### src/design/crypto_cfg_defs.vh
`ifndef CRYPTO_CFG_DEFS_VH
`define CRYPTO_CFG_DEFS_VH

// configuration word indices, byte address is four times the index
`define IDX_W 4
`define IDX_STATUS 4'h0
`define IDX_QUEUE_LIMIT 4'h1
`define IDX_SERVICE 4'h2
`define IDX_CIPHER_LO 4'h3
`define IDX_CIPHER_HI 4'h4
`define IDX_DIGEST 4'h5
`define IDX_AUTH_LO 4'h6
`define IDX_AUTH_HI 4'h7
`define IDX_AEAD 4'h8
`define IDX_CIPHER_KEY 4'h9
`define IDX_AUTH_KEY 4'hA
`define IDX_RESERVED 4'hB
`define IDX_SIZE_LO 4'hC
`define IDX_SIZE_HI 4'hD
`define IDX_LAST 4'hD
`define ADDR_W 6

// service numbers, also bit positions of the service mask
`define SVC_CIPHER 2'h0
`define SVC_DIGEST 2'h1
`define SVC_AUTH 2'h2
`define SVC_AEAD 2'h3

// status word fields
`define READY_BIT 0
`define STATUS_DEFINED 32'h00000001

// bits that carry a defined algorithm code
`define SERVICE_DEFINED 32'h0000000F
`define CIPHER_LO_DEFINED 32'h00007FFE
`define CIPHER_HI_DEFINED 32'h00000000
`define DIGEST_DEFINED 32'h00001FFE
`define AUTH_LO_DEFINED 32'h1E00007E
`define AUTH_HI_DEFINED 32'h00260600
`define AEAD_DEFINED 32'h0000000E

// queue limit field range
`define QUEUE_LIMIT_W 16
`define QUEUE_LIMIT_MIN 16'h0001

// device reset pulse timing
`define CLK_PERIOD_NS 20
`define DEV_RESET_NS 1000

`endif

### src/design/sync_agree.v
`timescale 1ns/100ps
// three-stage synchroniser; output follows once stages two and three agree
module sync_agree #(
  parameter W = 1
) (
  input wire i_sys_clk,
  input wire i_rstn,
  input wire [W-1:0] i_async,
  output reg [W-1:0] o_sync
);
  reg [W-1:0] s1_r;
  reg [W-1:0] s2_r;
  reg [W-1:0] s3_r;
  integer k;

  // stage chain; s1_r feeds only s2_r
  always @(posedge i_sys_clk) begin
    if (!i_rstn) begin
      s1_r <= {W{1'b0}};
      s2_r <= {W{1'b0}};
      s3_r <= {W{1'b0}};
      o_sync <= {W{1'b0}};
    end else begin
      s1_r <= i_async;
      s2_r <= s1_r;
      s3_r <= s2_r;
      for (k = 0; k < W; k = k + 1) begin
        if (s2_r[k] == s3_r[k]) begin
          o_sync[k] <= s3_r[k];
        end
      end
    end
  end
endmodule // sync_agree

### src/design/crypto_cfg_host.v
`timescale 1ns/100ps
`include "crypto_cfg_defs.vh"
// Operation
// - cipher codes 1-14 index cipher mask
// - hash codes 1-12 index digest mask
// - sparse auth codes, above 31 high word
// - authenticated encryption codes 1-3
// - check ready bit, recheck after reset
// - no requests while ready clear
// - oversized request fails, reset device
// - key lengths within their limits
// - read masks only for offered services
// - ignore undefined algorithm mask bits
// - use queues up to reported limit
module crypto_cfg_host #(
  parameter QW = `QUEUE_LIMIT_W
) (
  input wire i_sys_clk,
  input wire i_rstn,
  input wire i_start,
  input wire i_reset_dev,
  input wire i_req_valid,
  input wire [1:0] i_req_service,
  input wire [5:0] i_req_algo,
  input wire [31:0] i_req_key_len,
  input wire [63:0] i_req_size,
  input wire [QW-1:0] i_req_queue,
  input wire i_cfg_ack,
  input wire [31:0] i_cfg_rdata,
  output reg o_cfg_req,
  output reg [`ADDR_W-1:0] o_cfg_addr,
  output reg o_dev_reset,
  output reg o_busy,
  output reg o_cfg_valid,
  output reg o_ready_flag,
  output reg [QW-1:0] o_queue_limit,
  output reg [3:0] o_service_mask,
  output reg [63:0] o_cipher_mask,
  output reg [31:0] o_digest_mask,
  output reg [63:0] o_auth_mask,
  output reg [31:0] o_aead_mask,
  output reg [31:0] o_cipher_key_limit,
  output reg [31:0] o_auth_key_limit,
  output reg [63:0] o_size_limit,
  output reg o_req_accept,
  output reg o_req_reject,
  output reg o_req_size_fail
);
  localparam [2:0] S_IDLE = 3'h0;
  localparam [2:0] S_RST = 3'h1;
  localparam [2:0] S_RD = 3'h2;
  localparam [2:0] S_REL = 3'h3;
  localparam [2:0] S_NEXT = 3'h4;
  localparam [2:0] S_DONE = 3'h5;
  localparam integer RST_CYC_I =
    (`DEV_RESET_NS + `CLK_PERIOD_NS - 1) / `CLK_PERIOD_NS;
  localparam [7:0] RST_CYC = RST_CYC_I[7:0];

  reg [2:0] state_r;
  reg [2:0] state_nxt;
  reg [`IDX_W-1:0] idx_r;
  reg [`IDX_W-1:0] idx_nxt;
  reg [7:0] cnt_r;
  reg [`IDX_W:0] scan;
  reg found;
  reg [13:0] want;
  reg algo_ok;
  reg key_ok;
  reg size_ok;
  reg queue_ok;
  reg [QW-1:0] qlim_w;
  wire ack_s;

  // acknowledge from the device crosses through four flops
  sync_agree #(.W(1)) u_ack_sync (
    .i_sys_clk(i_sys_clk),
    .i_rstn(i_rstn),
    .i_async(i_cfg_ack),
    .o_sync(ack_s)
  );

  // words worth reading given the advertised services
  always @* begin
    want = 14'h0000;
    want[`IDX_STATUS] = 1'b1;
    want[`IDX_QUEUE_LIMIT] = 1'b1;
    want[`IDX_SERVICE] = 1'b1;
    want[`IDX_CIPHER_LO] = o_service_mask[`SVC_CIPHER];
    want[`IDX_CIPHER_HI] = o_service_mask[`SVC_CIPHER];
    want[`IDX_DIGEST] = o_service_mask[`SVC_DIGEST];
    want[`IDX_AUTH_LO] = o_service_mask[`SVC_AUTH];
    want[`IDX_AUTH_HI] = o_service_mask[`SVC_AUTH];
    want[`IDX_AEAD] = o_service_mask[`SVC_AEAD];
    want[`IDX_CIPHER_KEY] = o_service_mask[`SVC_CIPHER] |
                            o_service_mask[`SVC_AEAD];
    want[`IDX_AUTH_KEY] = o_service_mask[`SVC_AUTH];
    want[`IDX_RESERVED] = 1'b0;
    want[`IDX_SIZE_LO] = 1'b1;
    want[`IDX_SIZE_HI] = 1'b1;
  end

  // lowest wanted index above the current one
  always @* begin
    idx_nxt = idx_r;
    found = 1'b0;
    for (scan = 5'h00; scan <= {1'b0, `IDX_LAST}; scan = scan + 5'h01) begin
      if (!found && scan > {1'b0, idx_r} && want[scan[3:0]]) begin
        idx_nxt = scan[3:0];
        found = 1'b1;
      end
    end
  end

  // limit never below one even if the device misreports
  always @* begin
    qlim_w = o_queue_limit;
    if (o_queue_limit < `QUEUE_LIMIT_MIN) begin
      qlim_w = `QUEUE_LIMIT_MIN;
    end
  end

  // request checks against discovered capability
  always @* begin
    algo_ok = 1'b0;
    key_ok = 1'b1;
    case (i_req_service)
      `SVC_CIPHER: begin
        algo_ok = o_cipher_mask[i_req_algo];
        key_ok = i_req_key_len <= o_cipher_key_limit;
      end
      `SVC_DIGEST: begin
        algo_ok = (i_req_algo[5] == 1'b0) &&
                  o_digest_mask[i_req_algo[4:0]];
      end
      `SVC_AUTH: begin
        algo_ok = o_auth_mask[i_req_algo];
        key_ok = i_req_key_len <= o_auth_key_limit;
      end
      default: begin
        algo_ok = (i_req_algo[5] == 1'b0) &&
                  o_aead_mask[i_req_algo[4:0]];
        key_ok = i_req_key_len <= o_cipher_key_limit;
      end
    endcase
    algo_ok = algo_ok && o_service_mask[i_req_service];
    size_ok = i_req_size <= o_size_limit;
    queue_ok = i_req_queue < qlim_w;
  end

  // next state of the discovery sequencer
  always @* begin
    state_nxt = state_r;
    case (state_r)
      S_IDLE: begin
        if (i_reset_dev) begin
          state_nxt = S_RST;
        end else if (i_start) begin
          state_nxt = S_RD;
        end
      end
      S_RST: begin
        if (cnt_r == RST_CYC && !ack_s) begin
          state_nxt = S_RD;
        end
      end
      S_RD: begin
        if (ack_s) begin
          state_nxt = S_REL;
        end
      end
      S_REL: begin
        if (!ack_s) begin
          state_nxt = S_NEXT;
        end
      end
      S_NEXT: begin
        if (!o_ready_flag) begin
          state_nxt = S_RD;
        end else if (idx_r == `IDX_SIZE_HI) begin
          state_nxt = S_DONE;
        end else begin
          state_nxt = S_RD;
        end
      end
      S_DONE: begin
        if (i_reset_dev) begin
          state_nxt = S_RST;
        end else if (i_start) begin
          state_nxt = S_RD;
        end else if (i_req_valid && o_ready_flag && !size_ok) begin
          state_nxt = S_RST;
        end
      end
      default: begin
        state_nxt = S_IDLE;
      end
    endcase
  end

  // sequencer registers, read strobe and captured words
  always @(posedge i_sys_clk) begin
    if (!i_rstn) begin
      state_r <= S_IDLE;
      idx_r <= `IDX_STATUS;
      cnt_r <= 8'h00;
      o_cfg_req <= 1'b0;
      o_cfg_addr <= {`ADDR_W{1'b0}};
      o_dev_reset <= 1'b0;
      o_busy <= 1'b0;
      o_cfg_valid <= 1'b0;
      o_ready_flag <= 1'b0;
      o_queue_limit <= {QW{1'b0}};
      o_service_mask <= 4'h0;
      o_cipher_mask <= 64'h0000000000000000;
      o_digest_mask <= 32'h00000000;
      o_auth_mask <= 64'h0000000000000000;
      o_aead_mask <= 32'h00000000;
      o_cipher_key_limit <= 32'h00000000;
      o_auth_key_limit <= 32'h00000000;
      o_size_limit <= 64'h0000000000000000;
      o_req_accept <= 1'b0;
      o_req_reject <= 1'b0;
      o_req_size_fail <= 1'b0;
    end else begin
      state_r <= state_nxt;
      o_req_accept <= 1'b0;
      o_req_reject <= 1'b0;
      o_req_size_fail <= 1'b0;
      o_busy <= (state_nxt != S_IDLE) && (state_nxt != S_DONE);
      o_dev_reset <= (state_nxt == S_RST);
      o_cfg_req <= (state_nxt == S_RD);
      cnt_r <= (state_nxt == S_RST && cnt_r != RST_CYC) ?
               cnt_r + 8'h01 : 8'h00;
      // a fresh discovery forgets all learned before except queue and size limits
      if ((state_r == S_IDLE || state_r == S_DONE || state_r == S_RST) &&
          state_nxt != state_r) begin
        idx_r <= `IDX_STATUS;
        o_cfg_addr <= {`IDX_STATUS, 2'b00};
        o_cfg_valid <= 1'b0;
        o_ready_flag <= 1'b0;
        o_service_mask <= 4'h0;
        o_cipher_mask <= 64'h0000000000000000;
        o_digest_mask <= 32'h00000000;
        o_auth_mask <= 64'h0000000000000000;
        o_aead_mask <= 32'h00000000;
        o_cipher_key_limit <= 32'h00000000;
        o_auth_key_limit <= 32'h00000000;
      end
      // capture the word while the device holds it under acknowledge
      if (state_r == S_RD && ack_s) begin
        case (idx_r)
          `IDX_STATUS: begin
            o_ready_flag <= i_cfg_rdata[`READY_BIT] &
                            ((i_cfg_rdata & ~`STATUS_DEFINED) ==
                             32'h00000000);
          end
          `IDX_QUEUE_LIMIT: begin
            o_queue_limit <= i_cfg_rdata[QW-1:0];
          end
          `IDX_SERVICE: begin
            o_service_mask <= i_cfg_rdata[3:0];
          end
          `IDX_CIPHER_LO: begin
            o_cipher_mask[31:0] <= i_cfg_rdata & `CIPHER_LO_DEFINED;
          end
          `IDX_CIPHER_HI: begin
            o_cipher_mask[63:32] <= i_cfg_rdata & `CIPHER_HI_DEFINED;
          end
          `IDX_DIGEST: begin
            o_digest_mask <= i_cfg_rdata & `DIGEST_DEFINED;
          end
          `IDX_AUTH_LO: begin
            o_auth_mask[31:0] <= i_cfg_rdata & `AUTH_LO_DEFINED;
          end
          `IDX_AUTH_HI: begin
            o_auth_mask[63:32] <= i_cfg_rdata & `AUTH_HI_DEFINED;
          end
          `IDX_AEAD: begin
            o_aead_mask <= i_cfg_rdata & `AEAD_DEFINED;
          end
          `IDX_CIPHER_KEY: begin
            o_cipher_key_limit <= i_cfg_rdata;
          end
          `IDX_AUTH_KEY: begin
            o_auth_key_limit <= i_cfg_rdata;
          end
          `IDX_SIZE_LO: begin
            o_size_limit[31:0] <= i_cfg_rdata;
          end
          default: begin
            o_size_limit[63:32] <= i_cfg_rdata;
          end
        endcase
      end
      // step to the next wanted word, or poll status until ready
      if (state_r == S_NEXT) begin
        if (!o_ready_flag) begin
          idx_r <= `IDX_STATUS;
          o_cfg_addr <= {`IDX_STATUS, 2'b00};
        end else if (idx_r == `IDX_SIZE_HI) begin
          o_cfg_valid <= 1'b1;
        end else begin
          idx_r <= idx_nxt;
          o_cfg_addr <= {idx_nxt, 2'b00};
        end
      end
      // gate user requests on ready flag and reported limits
      if (state_r == S_DONE && i_req_valid && !i_reset_dev && !i_start) begin
        if (o_ready_flag && algo_ok && key_ok && size_ok && queue_ok) begin
          o_req_accept <= 1'b1;
        end else begin
          o_req_reject <= 1'b1;
          o_req_size_fail <= o_ready_flag & ~size_ok;
        end
      end
    end
  end
endmodule // crypto_cfg_host

### config.mk
export PLATFORM = sky130hd
export DESIGN_NAME = crypto_cfg_host
export DESIGN_NICKNAME = d
export VERILOG_FILES = /design/src/design/sync_agree.v /design/src/design/crypto_cfg_host.v
export VERILOG_INCLUDE_DIRS = /design/src /design/src/design
export SDC_FILE = /design/constraint.sdc
export NUM_CORES = 1
export LEC_CHECK = 0
export ABC_AREA = 1
export BUFFER_PORTS_ARGS = -buffer_cell sky130_fd_sc_hd__buf_2
export CORE_AREA = 2 2 196 198
export DETAILED_ROUTE_END_ITERATION = 10
export DIE_AREA = 0 0 198 200
export PLACE_DENSITY_LB_ADDON = 0.08
export SKIP_CTS_REPAIR_TIMING = 1
export SLEW_MARGIN = 20
export SYNTH_ARGS = -nofsm -noshare
export SYNTH_HDL_FRONTEND = slang
export SYNTH_HIERARCHICAL = 1
export SYNTH_SLANG_ARGS = --single-unit
### constraint.sdc
create_clock -name i_sys_clk -period 5.4 [get_ports i_sys_clk]
set_input_delay 0.54 -clock i_sys_clk [delete_from_list [all_inputs] [get_ports i_sys_clk]]
set_output_delay 0.54 -clock i_sys_clk [all_outputs]
set_load 0.01 [all_outputs]
==> reports/qor.yml <==
run_status:
  status: "completed"
placement:
  place.detailed.hpwl_um: 52020
  io_buffers: 511
  dpl.cell_count: 3528
  globalplace.congestion: 0.9771
  place_area_um2: 21720
sta:
  worst_pin_slew_ns: 1.065
  setup_viol: 0
  max_freq_ghz: 0.2953
  fin_skew_ns: 0.02266
  holdWs_ns: 0.1592
  setup_tns_ns: 0
  relSlewSlack: 0.2902
  rsz0062_at_grt: "false"
  post-route-period-util: 0.6271
  final-max-slew-violation-count: 0
  hold_viol: 0
  min_period_ns: 3.387
cts:
  clkLatencyLatePin_ns: 0.58
  numCtsBuffers: 42
  cts.sinks: 373
  cts_tree: "built"
  htree_levels: 2
  clockBufferDepth: 3
  clock-root-buffer: "clkbuf_16"
  clkTransAtPathRegs_ns: 0.06
logic_synthesis:
  syn-cell-area_um2: 19190
  synth_cell_types: 52
  yosys_warnings: 6
  synthesis.instances: 2648
  yosysSeqAreaShare: 0.3890
  ys_ff_latch: 373
  synth_nets: 2954
  syn_area_per_cell_um2: 7.248
worst_setup_path:
  start_kind: "register"
  worstPathRequired_ns: 5.82
  cp_max_fo: 68
  critPathArrivalTime_ns: 3.81
  critical_path_class: "reg -> reg"
  end_kind: "register"
detailed_routing:
  drc: 0
  vias: 19790
  routed_via_density: 5.480
  dr.first_iter.drc_count: 1384
  wl_um: 72310
  ant_nets: 0
  dr.pass1.iters: 6
  wire_per_inst_um: 20.02
floorplan:
  die_w_um: 198
  rows: 71
  core-area_um2: 37400
  initial_core_util: 0.5132
  die_area_um2: 39600
  die_h_um: 200
  ios: 512
grt:
  grt_usage: 0.3504
  grt_max_degree: 144
  grt_pass1_wl_um: 106200
  grt_pass1_vias: 18090
  grt_overflow_total: 0
  antenna_found_initial: 6
min_path:
  hp-class: "in -> reg"
finish:
  final_common_cell: "buf_2"
  final_cell_mix: "buf_2, nor2_1, nand2_1, dfxtp_1, inv_1"
  layout-drive-gt1-share: 0.2263
  fin_area_um2: 23110
  fin_nets: 3367
  fillCellCount: 3597
  layout.cells.non_filler: 3611
  syn_to_final_growth_pct: 20.43
power_and_ir_drop:
  leakage_nw: 10.27
  vdd_drop_max_mv: 0.2966
  p_per_area_nw_per_um2: 284.2
job:
  drv_cap: 0
-- layout make-up --
cell class	count	area [um^2]	area share
inverters	276	1041	0.04504
clock buffers	58	1161	0.05023
diodes	7	17.52	0.0007578
flip-flops and latches	373	7467	0.3230
well taps	511	639.4	0.02766
multi-input cells	1840	9851	0.4262
clock inverters	18	209.0	0.009040
repair buffers	528	2729	0.1181
-- final timing paths --
check	from	cells after the start	slack (ns)	to
worst min-delay path	i_cfg_ack	3	0.16	u_ack_sync/s1_r$_SDFF_PN0_
worst max-delay path	o_size_limit[55]$_SDFFE_PN0P_	18	2.01	o_auth_mask[29]$_SDFF_PN0_
worst max register to register	o_size_limit[55]$_SDFFE_PN0P_	18	2.01	o_auth_mask[29]$_SDFF_PN0_
worst min register to register	u_ack_sync/s2_r$_SDFF_PN0_	2	0.45	u_ack_sync/s3_r$_SDFF_PN0_
-- worst max-delay path, cell delays in order (launching register included) --
cell and delay, ns:
dfxtp_1 0.33, inv_1 0.06, ha_1 0.29, nand2_1 0.09, nor4_1 0.37, nand2_1 0.16
nor2_2 0.18, nand2_1 0.08, nand2_1 0.12, nand4_1 0.10, nand2_1 0.07, nand2_1 0.07
nand2_1 0.13, nand2_1 0.08, nand3_2 0.09, nand2_4 0.07, inv_4 0.48, buf_12 0.37
nor3_1 0.08
-- sequential cells by signal, indices dropped and copies added (netlist names), 16 cells and up --
name	flops
o_aead_mask	32
o_auth_key_limit	32
o_auth_mask	64
o_cipher_key_limit	32
o_cipher_mask	64
o_digest_mask	32
o_queue_limit	16
o_size_limit	64
-- Yosys cell counts (all sizes together) --
cell type    number  share of area
o211a             1        0.00052
clkbuf          107          0.021
nor4             16         0.0055
nor3             13         0.0039
nand4            16         0.0052
or3               1        0.00033
nor2            422          0.083
nand3b            1        0.00039
o21ai           222          0.058
a211oi            4         0.0016
nor3b             1        0.00039
and2              1        0.00033
clkinv            1        0.00020
or2               4         0.0013
xor2              2        0.00091
dfxtp           373           0.39
inv             275          0.054
a31oi             2        0.00065
xnor2             1        0.00046
ha              148          0.096
nand2           432          0.089
dlygate4sd1       4         0.0018
a2111oi           1        0.00078
dlygate4sd3       2         0.0010
o211ai           10         0.0039
o221ai           28          0.013
a31o              1        0.00046
and3              1        0.00033
or4               1        0.00039
buf              46          0.021
nand3           186          0.049
a21o              2        0.00078
a21oi           296          0.086
a22oi             1        0.00039
o21a              8         0.0031
o2111ai           1        0.00046
o21bai            1        0.00039
o22ai            16         0.0052
-- report_power, final --
group          internal [mW]  total (mW)  switching (mW)
registers               2.76        2.77         0.00899
logic                  0.225       0.878           0.652
clock network           1.70        2.92            1.22
-- cell families after synthesis --
family	Yosys count	share of synthesized area
flip-flops	373	0.3890
AO/OA/AOI/OAI	594	0.1753
adder cells (fa/ha/maj)	148	0.09648
buffers and inverters	435	0.09883
XOR/XNOR	3	0.001369
AND/OR/NAND/NOR	1095	0.2390
-- metal layers --
metal,vias to the layer above,global-route usage,share of wire
li1,9542,-,-
met1,9205,0.4269,0.39
met2,849,0.5818,0.46
met3,188,0.08014,0.091
met4,4,0.1810,0.056
met5,-,0,0.00043
-- per-stage QoR --
step                power [mW]  setup slack (ns)    util
global route             6.773             1.711  0.6176
floorplan                3.532             2.834       -
detailed placement       3.696             1.741  0.5808
finish                   6.569             2.014  0.6180
global placement         3.687             1.754  0.5808
CTS                      6.581             1.985  0.6174
(Power assumes the default switching activity.)
